--- config.mk ---
export PLATFORM = sky130hd
export DESIGN_NAME = dpc_top
export DESIGN_NICKNAME = d
export VERILOG_FILES = /design/src/hdl/dpc_pkg.sv /design/src/hdl/dpc_top.sv /design/src/hdl/dpc_sync_decode.sv /design/src/hdl/dpc_chan_ctrl.sv
export SDC_FILE = /design/constraint.sdc
export NUM_CORES = 1
export LEC_CHECK = 0
export ABC_CLOCK_PERIOD_IN_PS = 2600
export BUFFER_PORTS_ARGS = -buffer_cell sky130_fd_sc_hd__buf_2
export CAP_MARGIN = 20
export CORE_MARGIN = 2
export CORE_UTILIZATION = 47
export CTS_CLUSTER_SIZE = 14
export DETAILED_ROUTE_END_ITERATION = 16
export PLACE_DENSITY = 0.71
export SLEW_MARGIN = 20
export SYNTH_ARGS = -nofsm -noshare
export SYNTH_HDL_FRONTEND = slang
export SYNTH_SLANG_ARGS = --single-unit
--- constraint.sdc ---
create_clock -name clk_in -period 2.6 [get_ports clk_in]
set_input_delay 0.26 -clock clk_in [delete_from_list [all_inputs] [get_ports clk_in]]
set_output_delay 0.26 -clock clk_in [all_outputs]
set_load 0.05 [all_outputs]
--- src/hdl/dpc_pkg.sv ---
// Constants, field layout and codes of the DMA channel primary control block
package dpc_pkg;

  // Field positions inside the channel register
  localparam int DST_RLD_LSB  = 30;
  localparam int SRC_RLD_LSB  = 28;
  localparam int EMU_BIT      = 27;
  localparam int FSYNC_BIT    = 26;
  localparam int IRQ_EN_BIT   = 25;
  localparam int PRIO_BIT     = 24;
  localparam int WRITE_SYNC_SELECT_LSB    = 19;
  localparam int READ_SYNC_SELECT_LSB    = 14;
  localparam int INDEX_BIT    = 13;
  localparam int CNT_RLD_BIT  = 12;
  localparam int SPLIT_LSB    = 10;
  localparam int ELEMENT_SIZE_LSB    = 8;
  localparam int DSTEP_LSB    = 6;
  localparam int SSTEP_LSB    = 4;
  localparam int STATUS_LSB   = 2;
  localparam int CMD_LSB      = 0;

  // Reset value and writable bits (status bits 3:2 excluded)
  localparam logic [31:0] CTRL_RESET = 32'h0000_0000;
  localparam logic [31:0] CTRL_WMASK = 32'hffff_fff3;

  // Byte offsets on the register bus
  localparam logic [7:0] ADDR_CH0      = 8'h00;
  localparam logic [7:0] ADDR_STRIDE   = 8'h04;
  localparam logic [7:0] ADDR_IRQ_STAT = 8'h10;
  localparam logic [7:0] ADDR_IRQ_MASK = 8'h14;

  // Sync selector codes
  localparam logic [4:0] SYNC_NONE = 5'h00;
  localparam logic [4:0] SYNC_LAST = 5'h12;
  localparam int         NUM_EVT   = 18;
  localparam int         CH_EVT_LO = 7;   // Code 8h sits at vector bit 7

  // Bus transfer kinds
  localparam logic [1:0] HTRANS_NONSEQ = 2'h2;
  localparam logic [1:0] HTRANS_SEQ    = 2'h3;

  // Command written by software
  typedef enum logic [1:0] {
    CMD_STOP   = 2'h0,
    CMD_NORMAL = 2'h1,
    CMD_PAUSE  = 2'h2,
    CMD_AUTO   = 2'h3
  } dpc_cmd_t;

  // Channel state, also the reported status code
  typedef enum logic [1:0] {
    ST_STOPPED = 2'h0,
    ST_RUNNING = 2'h1,
    ST_PAUSED  = 2'h2,
    ST_AUTORUN = 2'h3
  } dpc_state_t;

endpackage : dpc_pkg

--- src/hdl/dpc_top.sv ---
// DMA channel primary control: AHB-Lite slave, per-channel registers, irq
//
// Implementation choices: the address map and register access over AHB-Lite.
`timescale 1ns/1ps
`default_nettype none
module dpc_top #(
  parameter int NCH  = 4,
  parameter int NEXT = 14
) (
  // Clock and reset
  input  wire logic             clk_in,
  input  wire logic             nrst_in,
  // AHB-Lite slave
  input  wire logic             hsel_in,
  input  wire logic [31:0]      haddr_in,
  input  wire logic [1:0]       htrans_in,
  input  wire logic             hwrite_in,
  input  wire logic [2:0]       hsize_in,
  input  wire logic [31:0]      hwdata_in,
  input  wire logic             hready_in,
  output logic                  hreadyout_out,
  output logic [31:0]           hrdata_out,
  output logic                  hresp_out,
  // Engine and emulation inputs
  input  wire logic             emu_halt_in,
  input  wire logic [NCH-1:0]   block_done_in,
  input  wire logic [NEXT-1:0]  sync_events_in,
  // Per-channel run control
  output logic [NCH-1:0]        run_out,
  output logic [NCH-1:0]        autoinit_out,
  output logic [NCH-1:0]        frame_start_out,
  output logic [NCH-1:0]        read_sync_evt_out,
  output logic [NCH-1:0]        write_sync_evt_out,
  output logic [NCH-1:0]        sync_reserved_out,
  // Per-channel decoded fields
  output logic [2*NCH-1:0]      dest_reload_sel_out,
  output logic [2*NCH-1:0]      src_reload_sel_out,
  output logic [NCH-1:0]        dest_reload_en_out,
  output logic [NCH-1:0]        src_reload_en_out,
  output logic [NCH-1:0]        frame_sync_enable_out,
  output logic [NCH-1:0]        dma_priority_out,
  output logic [NCH-1:0]        index_sel_out,
  output logic [NCH-1:0]        count_reload_sel_out,
  output logic [NCH-1:0]        split_enable_out,
  output logic [2*NCH-1:0]      split_sel_out,
  output logic [2*NCH-1:0]      element_size_out,
  output logic [2*NCH-1:0]      dest_address_step_out,
  output logic [2*NCH-1:0]      source_address_step_out,
  // Interrupt
  output logic                  irq_out
);

  // Address phase capture
  logic             dp_wr_r;      // Data phase is a write
  logic             dp_rd_r;      // Data phase is a read
  logic [7:0]       dp_addr_r;    // Captured byte offset
  logic             addr_ok;      // Valid transfer this cycle

  // Interrupt registers
  logic [NCH-1:0]   irq_stat_r;   // Sticky completion flags
  logic [NCH-1:0]   irq_mask_r;   // One enables a flag onto irq_out
  logic [NCH-1:0]   irq_stat_nxt;

  // Decoded data phase selects
  logic [NCH-1:0]   ch_sel;       // Channel register hit
  logic             stat_sel;
  logic             mask_sel;

  // Event table size must be known before the vector is declared
  localparam int NUM_LOCAL = dpc_pkg::NUM_EVT;

  // Per-channel wiring
  logic [31:0]      ch_ctrl [NCH];
  logic [NCH-1:0]   ch_done_evt;  // Completion with irq enabled
  logic [NUM_LOCAL-1:0] evt_vec;  // Full event table, bit c-1 is code c
  logic [31:0]      rd_mux;

  // Channel events fill codes 8h-Bh; outside events fill the rest
  assign evt_vec = {sync_events_in[NEXT-1:dpc_pkg::CH_EVT_LO],
                    ch_done_evt,
                    sync_events_in[dpc_pkg::CH_EVT_LO-1:0]};

  // Zero wait states and always OKAY keep the slave trivially legal
  assign hreadyout_out = 1'b1;
  assign hresp_out     = 1'b0;
  assign addr_ok = hsel_in & hready_in &
                   (htrans_in == dpc_pkg::HTRANS_NONSEQ ||
                    htrans_in == dpc_pkg::HTRANS_SEQ);

  // Address phase register; only whole-word accesses write
  always_ff @(posedge clk_in) begin
    if (!nrst_in) begin
      dp_wr_r   <= 1'b0;
      dp_rd_r   <= 1'b0;
      dp_addr_r <= 8'h00;
    end else begin
      dp_wr_r   <= addr_ok & hwrite_in & (hsize_in == 3'h2);
      dp_rd_r   <= addr_ok & ~hwrite_in;
      dp_addr_r <= {haddr_in[7:2], 2'h0};
    end
  end

  assign stat_sel = dp_addr_r == dpc_pkg::ADDR_IRQ_STAT;
  assign mask_sel = dp_addr_r == dpc_pkg::ADDR_IRQ_MASK;

  // One register instance per channel, with its own sync decoders
  genvar g;
  generate
    for (g = 0; g < NCH; g++) begin : g_ch
      logic [31:0] f;
      logic        rd_evt;
      assign ch_sel[g] = dp_addr_r == dpc_pkg::ADDR_CH0 +
                         8'(g) * dpc_pkg::ADDR_STRIDE;

      dpc_chan_ctrl u_chan (
        .clk_in        (clk_in),
        .nrst_in       (nrst_in),
        .wr_in         (dp_wr_r & ch_sel[g]),
        .wdata_in      (hwdata_in),
        .emu_halt_in   (emu_halt_in),
        .block_done_in (block_done_in[g]),
        .ctrl_out      (ch_ctrl[g]),
        .run_out       (run_out[g]),
        .autoinit_out  (autoinit_out[g]),
        .done_evt_out  (ch_done_evt[g])
      );
      assign f = ch_ctrl[g];

      dpc_sync_decode u_read_sync_select (
        .clk_in       (clk_in),
        .nrst_in      (nrst_in),
        .sel_in       (f[dpc_pkg::READ_SYNC_SELECT_LSB +: 5]),
        .events_in    (evt_vec),
        .evt_out      (rd_evt),
        .reserved_out ()
      );
      dpc_sync_decode u_write_sync_select (
        .clk_in       (clk_in),
        .nrst_in      (nrst_in),
        .sel_in       (f[dpc_pkg::WRITE_SYNC_SELECT_LSB +: 5]),
        .events_in    (evt_vec),
        .evt_out      (write_sync_evt_out[g]),
        .reserved_out (sync_reserved_out[g])
      );

      // Read event either paces elements or launches a whole frame
      assign read_sync_evt_out[g] = rd_evt;
      assign frame_start_out[g]   = rd_evt & run_out[g] &
                                    f[dpc_pkg::FSYNC_BIT];
      assign frame_sync_enable_out[g] = f[dpc_pkg::FSYNC_BIT];

      // Reload selectors: code 1-3 means register B-D, 0 means none
      assign dest_reload_sel_out[2*g +: 2] = f[dpc_pkg::DST_RLD_LSB +: 2];
      assign src_reload_sel_out[2*g +: 2]  = f[dpc_pkg::SRC_RLD_LSB +: 2];
      assign dest_reload_en_out[g] = |f[dpc_pkg::DST_RLD_LSB +: 2];
      assign src_reload_en_out[g]  = |f[dpc_pkg::SRC_RLD_LSB +: 2];

      assign dma_priority_out[g]     = f[dpc_pkg::PRIO_BIT];
      assign index_sel_out[g]        = f[dpc_pkg::INDEX_BIT];
      assign count_reload_sel_out[g] = f[dpc_pkg::CNT_RLD_BIT];

      // Split: code 1-3 picks register A-C as split address
      assign split_sel_out[2*g +: 2] = f[dpc_pkg::SPLIT_LSB +: 2];
      assign split_enable_out[g]     = |f[dpc_pkg::SPLIT_LSB +: 2];

      // Step codes: 0 hold, 1 increment, 2 decrement, 3 use index
      assign element_size_out[2*g +: 2]      = f[dpc_pkg::ELEMENT_SIZE_LSB +: 2];
      assign dest_address_step_out[2*g +: 2] = f[dpc_pkg::DSTEP_LSB +: 2];
      assign source_address_step_out[2*g +: 2] =
        f[dpc_pkg::SSTEP_LSB +: 2];
    end
  endgenerate

  // Sticky flags: a new event wins over the clear-on-read
  assign irq_stat_nxt = ((dp_rd_r & stat_sel) ? '0 : irq_stat_r) |
                        ch_done_evt;

  // Interrupt status and mask registers
  always_ff @(posedge clk_in) begin
    if (!nrst_in) begin
      irq_stat_r <= '0;
      irq_mask_r <= '0;
    end else begin
      irq_stat_r <= irq_stat_nxt;
      if (dp_wr_r && mask_sel) begin
        irq_mask_r <= hwdata_in[NCH-1:0];
      end
    end
  end

  assign irq_out = |(irq_stat_r & irq_mask_r);

  // Read mux; unmapped offsets read zero
  always_comb begin
    rd_mux = 32'h0000_0000;
    for (int i = 0; i < NCH; i++) begin
      if (ch_sel[i]) begin
        rd_mux = ch_ctrl[i];
      end
    end
    if (stat_sel) begin
      rd_mux = 32'(irq_stat_r);
    end
    if (mask_sel) begin
      rd_mux = 32'(irq_mask_r);
    end
  end

  assign hrdata_out = dp_rd_r ? rd_mux : 32'h0000_0000;
endmodule : dpc_top
`default_nettype wire

--- src/hdl/dpc_sync_decode.sv ---
// Sync selector decoder: picks one event line by its 5-bit code
`timescale 1ns/1ps
`default_nettype none
module dpc_sync_decode #(
  parameter int NEVT = dpc_pkg::NUM_EVT
) (
  // Clock and reset, used by the checks only
  input  wire logic            clk_in,
  input  wire logic            nrst_in,
  // Selector and event lines, bit c-1 is code c
  input  wire logic [4:0]      sel_in,
  input  wire logic [NEVT-1:0] events_in,
  // Selected event pulse and reserved-code flag
  output logic                 evt_out,
  output logic                 reserved_out
);

  logic [NEVT-1:0] hit;  // One-hot match per code

  // Code 0 matches nothing, codes past the table match nothing
  genvar c;
  generate
    for (c = 1; c <= NEVT; c++) begin : g_code
      assign hit[c-1] = (sel_in == 5'(c)) & events_in[c-1];
    end
  endgenerate

  assign evt_out      = |hit;
  assign reserved_out = sel_in > dpc_pkg::SYNC_LAST;
endmodule : dpc_sync_decode
`default_nettype wire

--- src/hdl/dpc_chan_ctrl.sv ---
// One channel's control register and run state machine
`timescale 1ns/1ps
`default_nettype none
module dpc_chan_ctrl (
  // Clock and reset
  input  wire logic        clk_in,
  input  wire logic        nrst_in,
  // Register write port
  input  wire logic        wr_in,
  input  wire logic [31:0] wdata_in,
  // Engine side
  input  wire logic        emu_halt_in,
  input  wire logic        block_done_in,
  // Readback and run control
  output logic [31:0]      ctrl_out,
  output logic             run_out,
  output logic             autoinit_out,
  output logic             done_evt_out
);

  logic [31:0]        cfg_r;      // Writable fields
  dpc_pkg::dpc_state_t state_r;   // Run state
  dpc_pkg::dpc_state_t state_nxt;
  dpc_pkg::dpc_state_t shown;     // Status as software sees it
  logic               active;    // Running in either mode
  logic               emu_hold;  // Held by an emulation halt
  logic [1:0]         cmd;       // Command in the write data

  assign cmd      = wdata_in[dpc_pkg::CMD_LSB +: 2];
  assign active   = state_r == dpc_pkg::ST_RUNNING ||
                    state_r == dpc_pkg::ST_AUTORUN;
  assign emu_hold = active & emu_halt_in & cfg_r[dpc_pkg::EMU_BIT];

  // Next state: a write command outranks a completing block
  always_comb begin
    state_nxt = state_r;
    if (wr_in) begin
      case (cmd)
        dpc_pkg::CMD_STOP:   state_nxt = dpc_pkg::ST_STOPPED;
        dpc_pkg::CMD_NORMAL: state_nxt = dpc_pkg::ST_RUNNING;
        dpc_pkg::CMD_PAUSE:  state_nxt = dpc_pkg::ST_PAUSED;
        dpc_pkg::CMD_AUTO:   state_nxt = dpc_pkg::ST_AUTORUN;
        default:             state_nxt = state_r;
      endcase
    end else if (block_done_in && state_r == dpc_pkg::ST_RUNNING) begin
      state_nxt = dpc_pkg::ST_STOPPED;
    end
  end

  // Registers; status bits are masked so writes cannot reach them
  always_ff @(posedge clk_in) begin
    if (!nrst_in) begin
      cfg_r   <= dpc_pkg::CTRL_RESET;
      state_r <= dpc_pkg::ST_STOPPED;
    end else begin
      if (wr_in) begin
        cfg_r <= wdata_in & dpc_pkg::CTRL_WMASK;
      end
      state_r <= state_nxt;
    end
  end

  // A channel held by emulation reports paused
  assign shown        = emu_hold ? dpc_pkg::ST_PAUSED : state_r;
  assign ctrl_out     = {cfg_r[31:4], 2'(shown), cfg_r[1:0]};
  assign run_out      = active & ~emu_hold;
  assign autoinit_out = state_r == dpc_pkg::ST_AUTORUN;
  assign done_evt_out = block_done_in & active &
                        cfg_r[dpc_pkg::IRQ_EN_BIT];
endmodule : dpc_chan_ctrl
`default_nettype wire

# Word level (Yosys, flattened, before mapping)
# Index checks and enable logic that the tools add are counted.
dict set report totals {
  regBits 146
  input_bits 93
  wordCells 428
}
dict set report classes {
  magnitude_cmp 4
  eq_ne 163
  n_mux 21
  bitwise 189
  reduce_logical 37
}
# operator n
set op_table {}
lappend op_table {{$eq 5x4->1 const B} 64}
lappend op_table {{$mux 32} 7}
lappend op_table {{$and 1x1->1} 182}
lappend op_table {{$eq 5x3->1 const B} 32}
lappend op_table {{$reduce_or 18->1} 8}
lappend op_table {{$eq 5x5->1 const B} 24}
lappend op_table {{$eq 5x2->1 const B} 16}
lappend op_table {{$eq 5x1->1 const B} 8}
lappend op_table {{$mux 2} 12}
lappend op_table {{$reduce_or 2->1} 12}
lappend op_table {{$gt 5x5->1 const B} 4}
lappend op_table {{$eq 2x2->1 const B} 8}
lappend op_table {{$eq 8x4->1 const B} 2}
lappend op_table {{$eq 8x5->1 const B} 2}
lappend op_table {{$eq 2x1->1 const B} 5}
lappend op_table {{$eq 8x3->1 const B} 1}
lappend op_table {{$logic_not 8->1} 1}
lappend op_table {{$pmux 2 s4} 1}
lappend op_table {{$reduce_bool 2->1} 4}
lappend op_table {{$logic_and 1x1->1} 5}
lappend op_table {{$logic_or 1x1->1} 5}
lappend op_table {{$not 1->1} 5}
lappend op_table {{$and 4x4->4} 1}
lappend op_table {{$mux 4} 1}
lappend op_table {{other kinds (4)} 4}

# Longest topological paths before layout
dict set report depth {
  depth_word 12
  ltp_mapped 7
  mapped_depth_nobuf 5
}

# By module
# A second synthesis with hierarchy kept.
dict set report unflattened {
  cells_unflattened 1002
  hier_area_um2 9261.4
}
# module instances cells_per_inst area_each_um2
set by_module_without_submodules {}
lappend by_module_without_submodules {dpc_chan_ctrl 4 111 1270.0}
lappend by_module_without_submodules {dpc_top 1 278 2129.5}
lappend by_module_without_submodules {dpc_sync_decode 8 35 256.5}

# Least setup slack after synthesis
# No wires, ideal clock.
dict set report synth_path {
  path_kind {reg2out}
  start {reg g_ch[3].u_chan.cfg_r[15]}
  end {out frame_start_out[3]}
  arrival_ns 2.384
  t_required_ns 2.340
  setup_slack_ns -0.044
  path_stages_with_launch 7
  path_buffers 1
  path_cell_list {dfxtp_1 buf_2 inv_1 mux2i_1 nor4b_1 a31oi_1 a311oi_1}
}
dict set report synth_between {
  elab_chain_cells 5
  elab_cells_between_ends 39
  classes_between {eq/ne (18); bitwise (20); reduce/logical (1)}
}
# item line
set synth_rtl {}
lappend synth_rtl {{start, declared} dpc_chan_ctrl.sv:21} ;# logic [31:0] cfg_r;
lappend synth_rtl {{start signal, assigned} dpc_chan_ctrl.sv:53} ;# cfg_r <= dpc_pkg::CTRL_RESET;
lappend synth_rtl {{start signal, assigned} dpc_chan_ctrl.sv:57} ;# cfg_r <= wdata_in & dpc_pkg::CTRL_WMASK;
lappend synth_rtl {{$eq 5x1->1 (tied with other cells)} dpc_sync_decode.sv:24} ;# assign hit[c-1] = (sel_in == 5'(c)) & events_in[c-1];
lappend synth_rtl {{$and 1x1->1} dpc_sync_decode.sv:24}
lappend synth_rtl {{$reduce_or 18->1 *} dpc_sync_decode.sv:28} ;# assign evt_out = |hit;
lappend synth_rtl {{$and 1x1->1 * (2 in a row)} dpc_top.sv:148} ;# assign frame_start_out[g] = rd_evt & run_out[g] &
lappend synth_rtl {{end, declared} dpc_top.sv:31} ;# output logic [NCH-1:0] frame_start_out,
# Every way passes the cells marked *; elsewhere a longest branch is shown, timed or not.

# Worst setup path after layout
dict set report layout_path {
  start {reg g_ch[3].u_chan.cfg_r[20]}
  end {out write_sync_evt_out[3]}
}
dict set report layout_between {
  elab_chain_cells 3
  elab_cells_between_ends 37
  classes_between {eq/ne (18); bitwise (18); reduce/logical (1)}
}
# item line
set layout_rtl {}
lappend layout_rtl {{$eq 5x1->1 (tied with other cells)} dpc_sync_decode.sv:24}
lappend layout_rtl {{$and 1x1->1} dpc_sync_decode.sv:24}
lappend layout_rtl {{$reduce_or 18->1 *} dpc_sync_decode.sv:28}
lappend layout_rtl {{end, declared} dpc_top.sv:33} ;# output logic [NCH-1:0] write_sync_evt_out,
# Marked as above.

==> metrics.txt <==
num ports 228; Synth Net Count about 1200; clock sink total 144; Synth top area share 32.6%; Area contributors post-synth dfxtp_1 (33%), nand2_1 (11%), a21boi_0 (7.5%); die height 141 um; CTS H-tree lvls 4; setup TNS -0.0411 ns; layout cells sized above 1 30.1%; TritonRoute pass-1 iters 5; hpwl dp approximately 19 mm; status complete, but fails checks; chip width around 140 um; CP Capture Type primary output; CTS Buf Count 17; clock latency on the worst-skew pair slightly above 0.4 ns; Slew HR 44.1%; Seq cells post-synth 144; DRC viols 0; VDD IR-drop max 0.000474 V; # port buffers 198; Slew Limit Fails 0; Yosys cell types 60; RSZ-0062 raised after global routing true; Reg2Reg Setup Slack 0.31 ns; number of global-route vias before repair about 7500; die area 20000 um^2; TritonCTS clock tree built; first-pass GRT wire length 42.7 mm; routed vias ~8000; drt initial violations 700; sequential element share of the synthesized area 32.6%; Worst Path Arrival 2.38 ns; critical path class flip-flop to primary output; Slew @ Worst Pin 0.838 ns; wirelength, routed between 20 and 30 mm; synthesis warning total 0; Site Rows 50; Final nets 1265; number of synthesized flops with an enable pin 0; max-cap violations 0; per-cell routed wire length 19.6 um; diode count 0; core area 18600 um^2; largest net degree at the start of global routing 79; initial antenna violation count 0; asr flop ratio synth 0%; Critical Path Fanout Max 6; RD Place Congestion 0.915; Area Overhead vs Synth 15.0%; failing checks setup timing; Place WS 0.0987 ns; Syn Area/Cell 8.14 um^2; grt ovf 0; final clock skew 0.00798 ns; Root Driver clkbuf_16; Post-Syn Area roughly 9000 um^2; Worst Slack Setup Final -0.0411 ns; final clock period utilization by the worst path 102%; Tot GR Track Use 27.3%; post-layout min period 2.64 ns; Hold Violations, Final 0; Clock transition at path regs ~0.060 ns; Pleak between 4 and 5 nW; Primary FF master, synth dfxtp_1; Synth Instances 1088; Pwr Density 499 nW/um^2; Vias/cell just under 6; cell taking the most area after synthesis dfxtp_1; fmax roughly 380 MHz; Final ANT Viol Nets 0; worst min-delay path class input pin to flip-flop; CP required 2.34 ns; maximum root-to-sink buffer count 2; final setup fails 1; Initial Util 47.7%; Worst setup SP type flip-flop
==> logic make-up (layout without fill, tap and decap cells) <==
| kind of cell | count (synthesis) | after routing | share of synthesized area [%] |
|---|---|---|---|
| simple gates | 430 | 430 | 22.3 |
| compound gates | 244 | 244 | 19.8 |
| buf+inv | 186 | 283 | 12.2 |
| flops | 144 | 144 | 32.6 |
| mux | 82 | 82 | 13.2 |
| other cells | 2 | 2 | 0.0848 |
==> Yosys cell counts, types with 3 or more instances <==
library cell  instances
a211o_1               4
a211oi_1              4
a21boi_0             89
a21boi_1             49
a21o_1                6
a21oi_1              21
a22oi_1              11
a311oi_1              3
a31oi_1              14
and2_1               10
and3_1               21
buf_2                30
buf_4                88
clkbuf_1             53
dfxtp_1             144
inv_1                11
mux2_2               27
mux2i_1              30
mux4_2               25
nand2_1             271
nand2b_1              9
nand3_1              15
nand3b_1              6
nand4_1               6
nand4b_1              3
nor2_1               28
nor2b_1              16
nor3_1               17
o2111ai_1             3
o21ai_0              12
o22ai_1              14
or2_2                13
==> cells in the final DEF, fill, tap and decap left out, types with 6 or more instances in the layout <==
master | synthesis | routed
nand4_1 | 6 | 6
nand3b_1 | 6 | 6
o22ai_1 | 14 | 14
nor2_1 | 28 | 26
and3_1 | 21 | 21
a31oi_1 | 14 | 14
o21ai_0 | 12 | 12
nor2b_1 | 16 | 16
dfxtp_1 | 144 | 134
mux2i_1 | 30 | 30
mux2_2 | 27 | 27
a22oi_1 | 11 | 10
and2_1 | 10 | 10
or2_2 | 13 | 13
nand2b_1 | 9 | 9
buf_4 | 88 | 41
inv_1 | 11 | 11
a21boi_0 | 89 | 89
a21o_1 | 6 | 6
nand3_1 | 15 | 15
a21boi_1 | 49 | 49
nand2_1 | 271 | 271
mux4_2 | 25 | 25
dfxtp_2 | 0 | 8
buf_2 | 30 | 191
nor3_1 | 17 | 17
a21oi_1 | 21 | 21
clkbuf_16 | 0 | 17
==> metal layers <==
metal,routed length (um),part of all wire (%),global-route usage (%)
met5,0,0,0
met4,637,2.3,9.63
met3,2570,9.2,4.79
met2,12600,45,42.0
met1,12000,43,38.7
==> through the flow <==
stage          util, %  power [mW]  area (um^2)  hold slack (ns)  cells
2_1_floorplan        -        2.43         8860            0.332   1088
3_5_place_dp      50.9        2.59         9460            0.435   1383
6_report          54.8        5.08        10200           0.0486   1419
3_3_place_gp      50.9        2.59         9460            0.437   1383
5_1_grt           54.8        5.22        10200           0.0384   1419
4_1_cts           54.3        5.09        10100           0.0328   1416
==> what timing repair did <==
| item | 4_1_cts | 5_1_grt |
|---|---|---|
| hold buffers | 1 | 0 |
| buffers inserted | 0 | 3 |
| endpoints found under the setup margin | 4 | 11 |
| gates resized for setup | 8 | 22 |
| hold endpoints to repair | 1 | 0 |
| pin swaps | 2 | 1 |
==> final cells by class <==
class	count	area [um^2]
Tap cell	234	293
Timing Repair Buffer	240	1370
Inverter	11	41.3
Fill cell	1731	8400
Clock inverter	9	131
Clock buffer	23	478
Multi-Input combinational cell	758	4960
Sequential cell	144	2900
==> state kept, by name (all words and copies together) (netlist names) <==
register,flops
irq_mask_r,4
irq_stat_r,4
dp_addr_r,6
dp_rd_r,1
g_ch.u_chan.cfg_r,120
dp_wr_r,1
g_ch.u_chan.state_r,8
==> power breakdown <==
part | total, mW | leakage (nW) | internal [mW] | switching, mW
Sequential | 2.22 | 1.17 | 2.21 | 0.0137
Clock | 2.53 | 0.289 | 1.59 | 0.942
Combinational | 0.327 | 2.56 | 0.135 | 0.192
==> final timing paths <==
kind,from,end,cells past startpoint
min,haddr_in[7],dp_addr_r[7]$_SDFF_PN0_,2
max reg2reg,dp_addr_r[5]$_SDFF_PN0_,g_ch[1].u_chan.state_r[0]$_SDFFE_PN0P_,6
max,g_ch[3].u_chan.cfg_r[20]$_SDFFE_PN0P_,write_sync_evt_out[3],6
min reg2reg,g_ch[0].u_chan.cfg_r[1]$_SDFFE_PN0P_,g_ch[0].u_chan.cfg_r[1]$_SDFFE_PN0P_,2
==> worst max-delay path, cell delays in order, from the launching register on <==
cell and delay (ns):
dfxtp_4 0.37, mux2i_1 0.14, o311ai_2 0.26, a222oi_1 0.19, or4_1 0.52, a22oi_2 0.29, buf_6 0.21
Note: power is estimated with default switching activity, not from simulation.
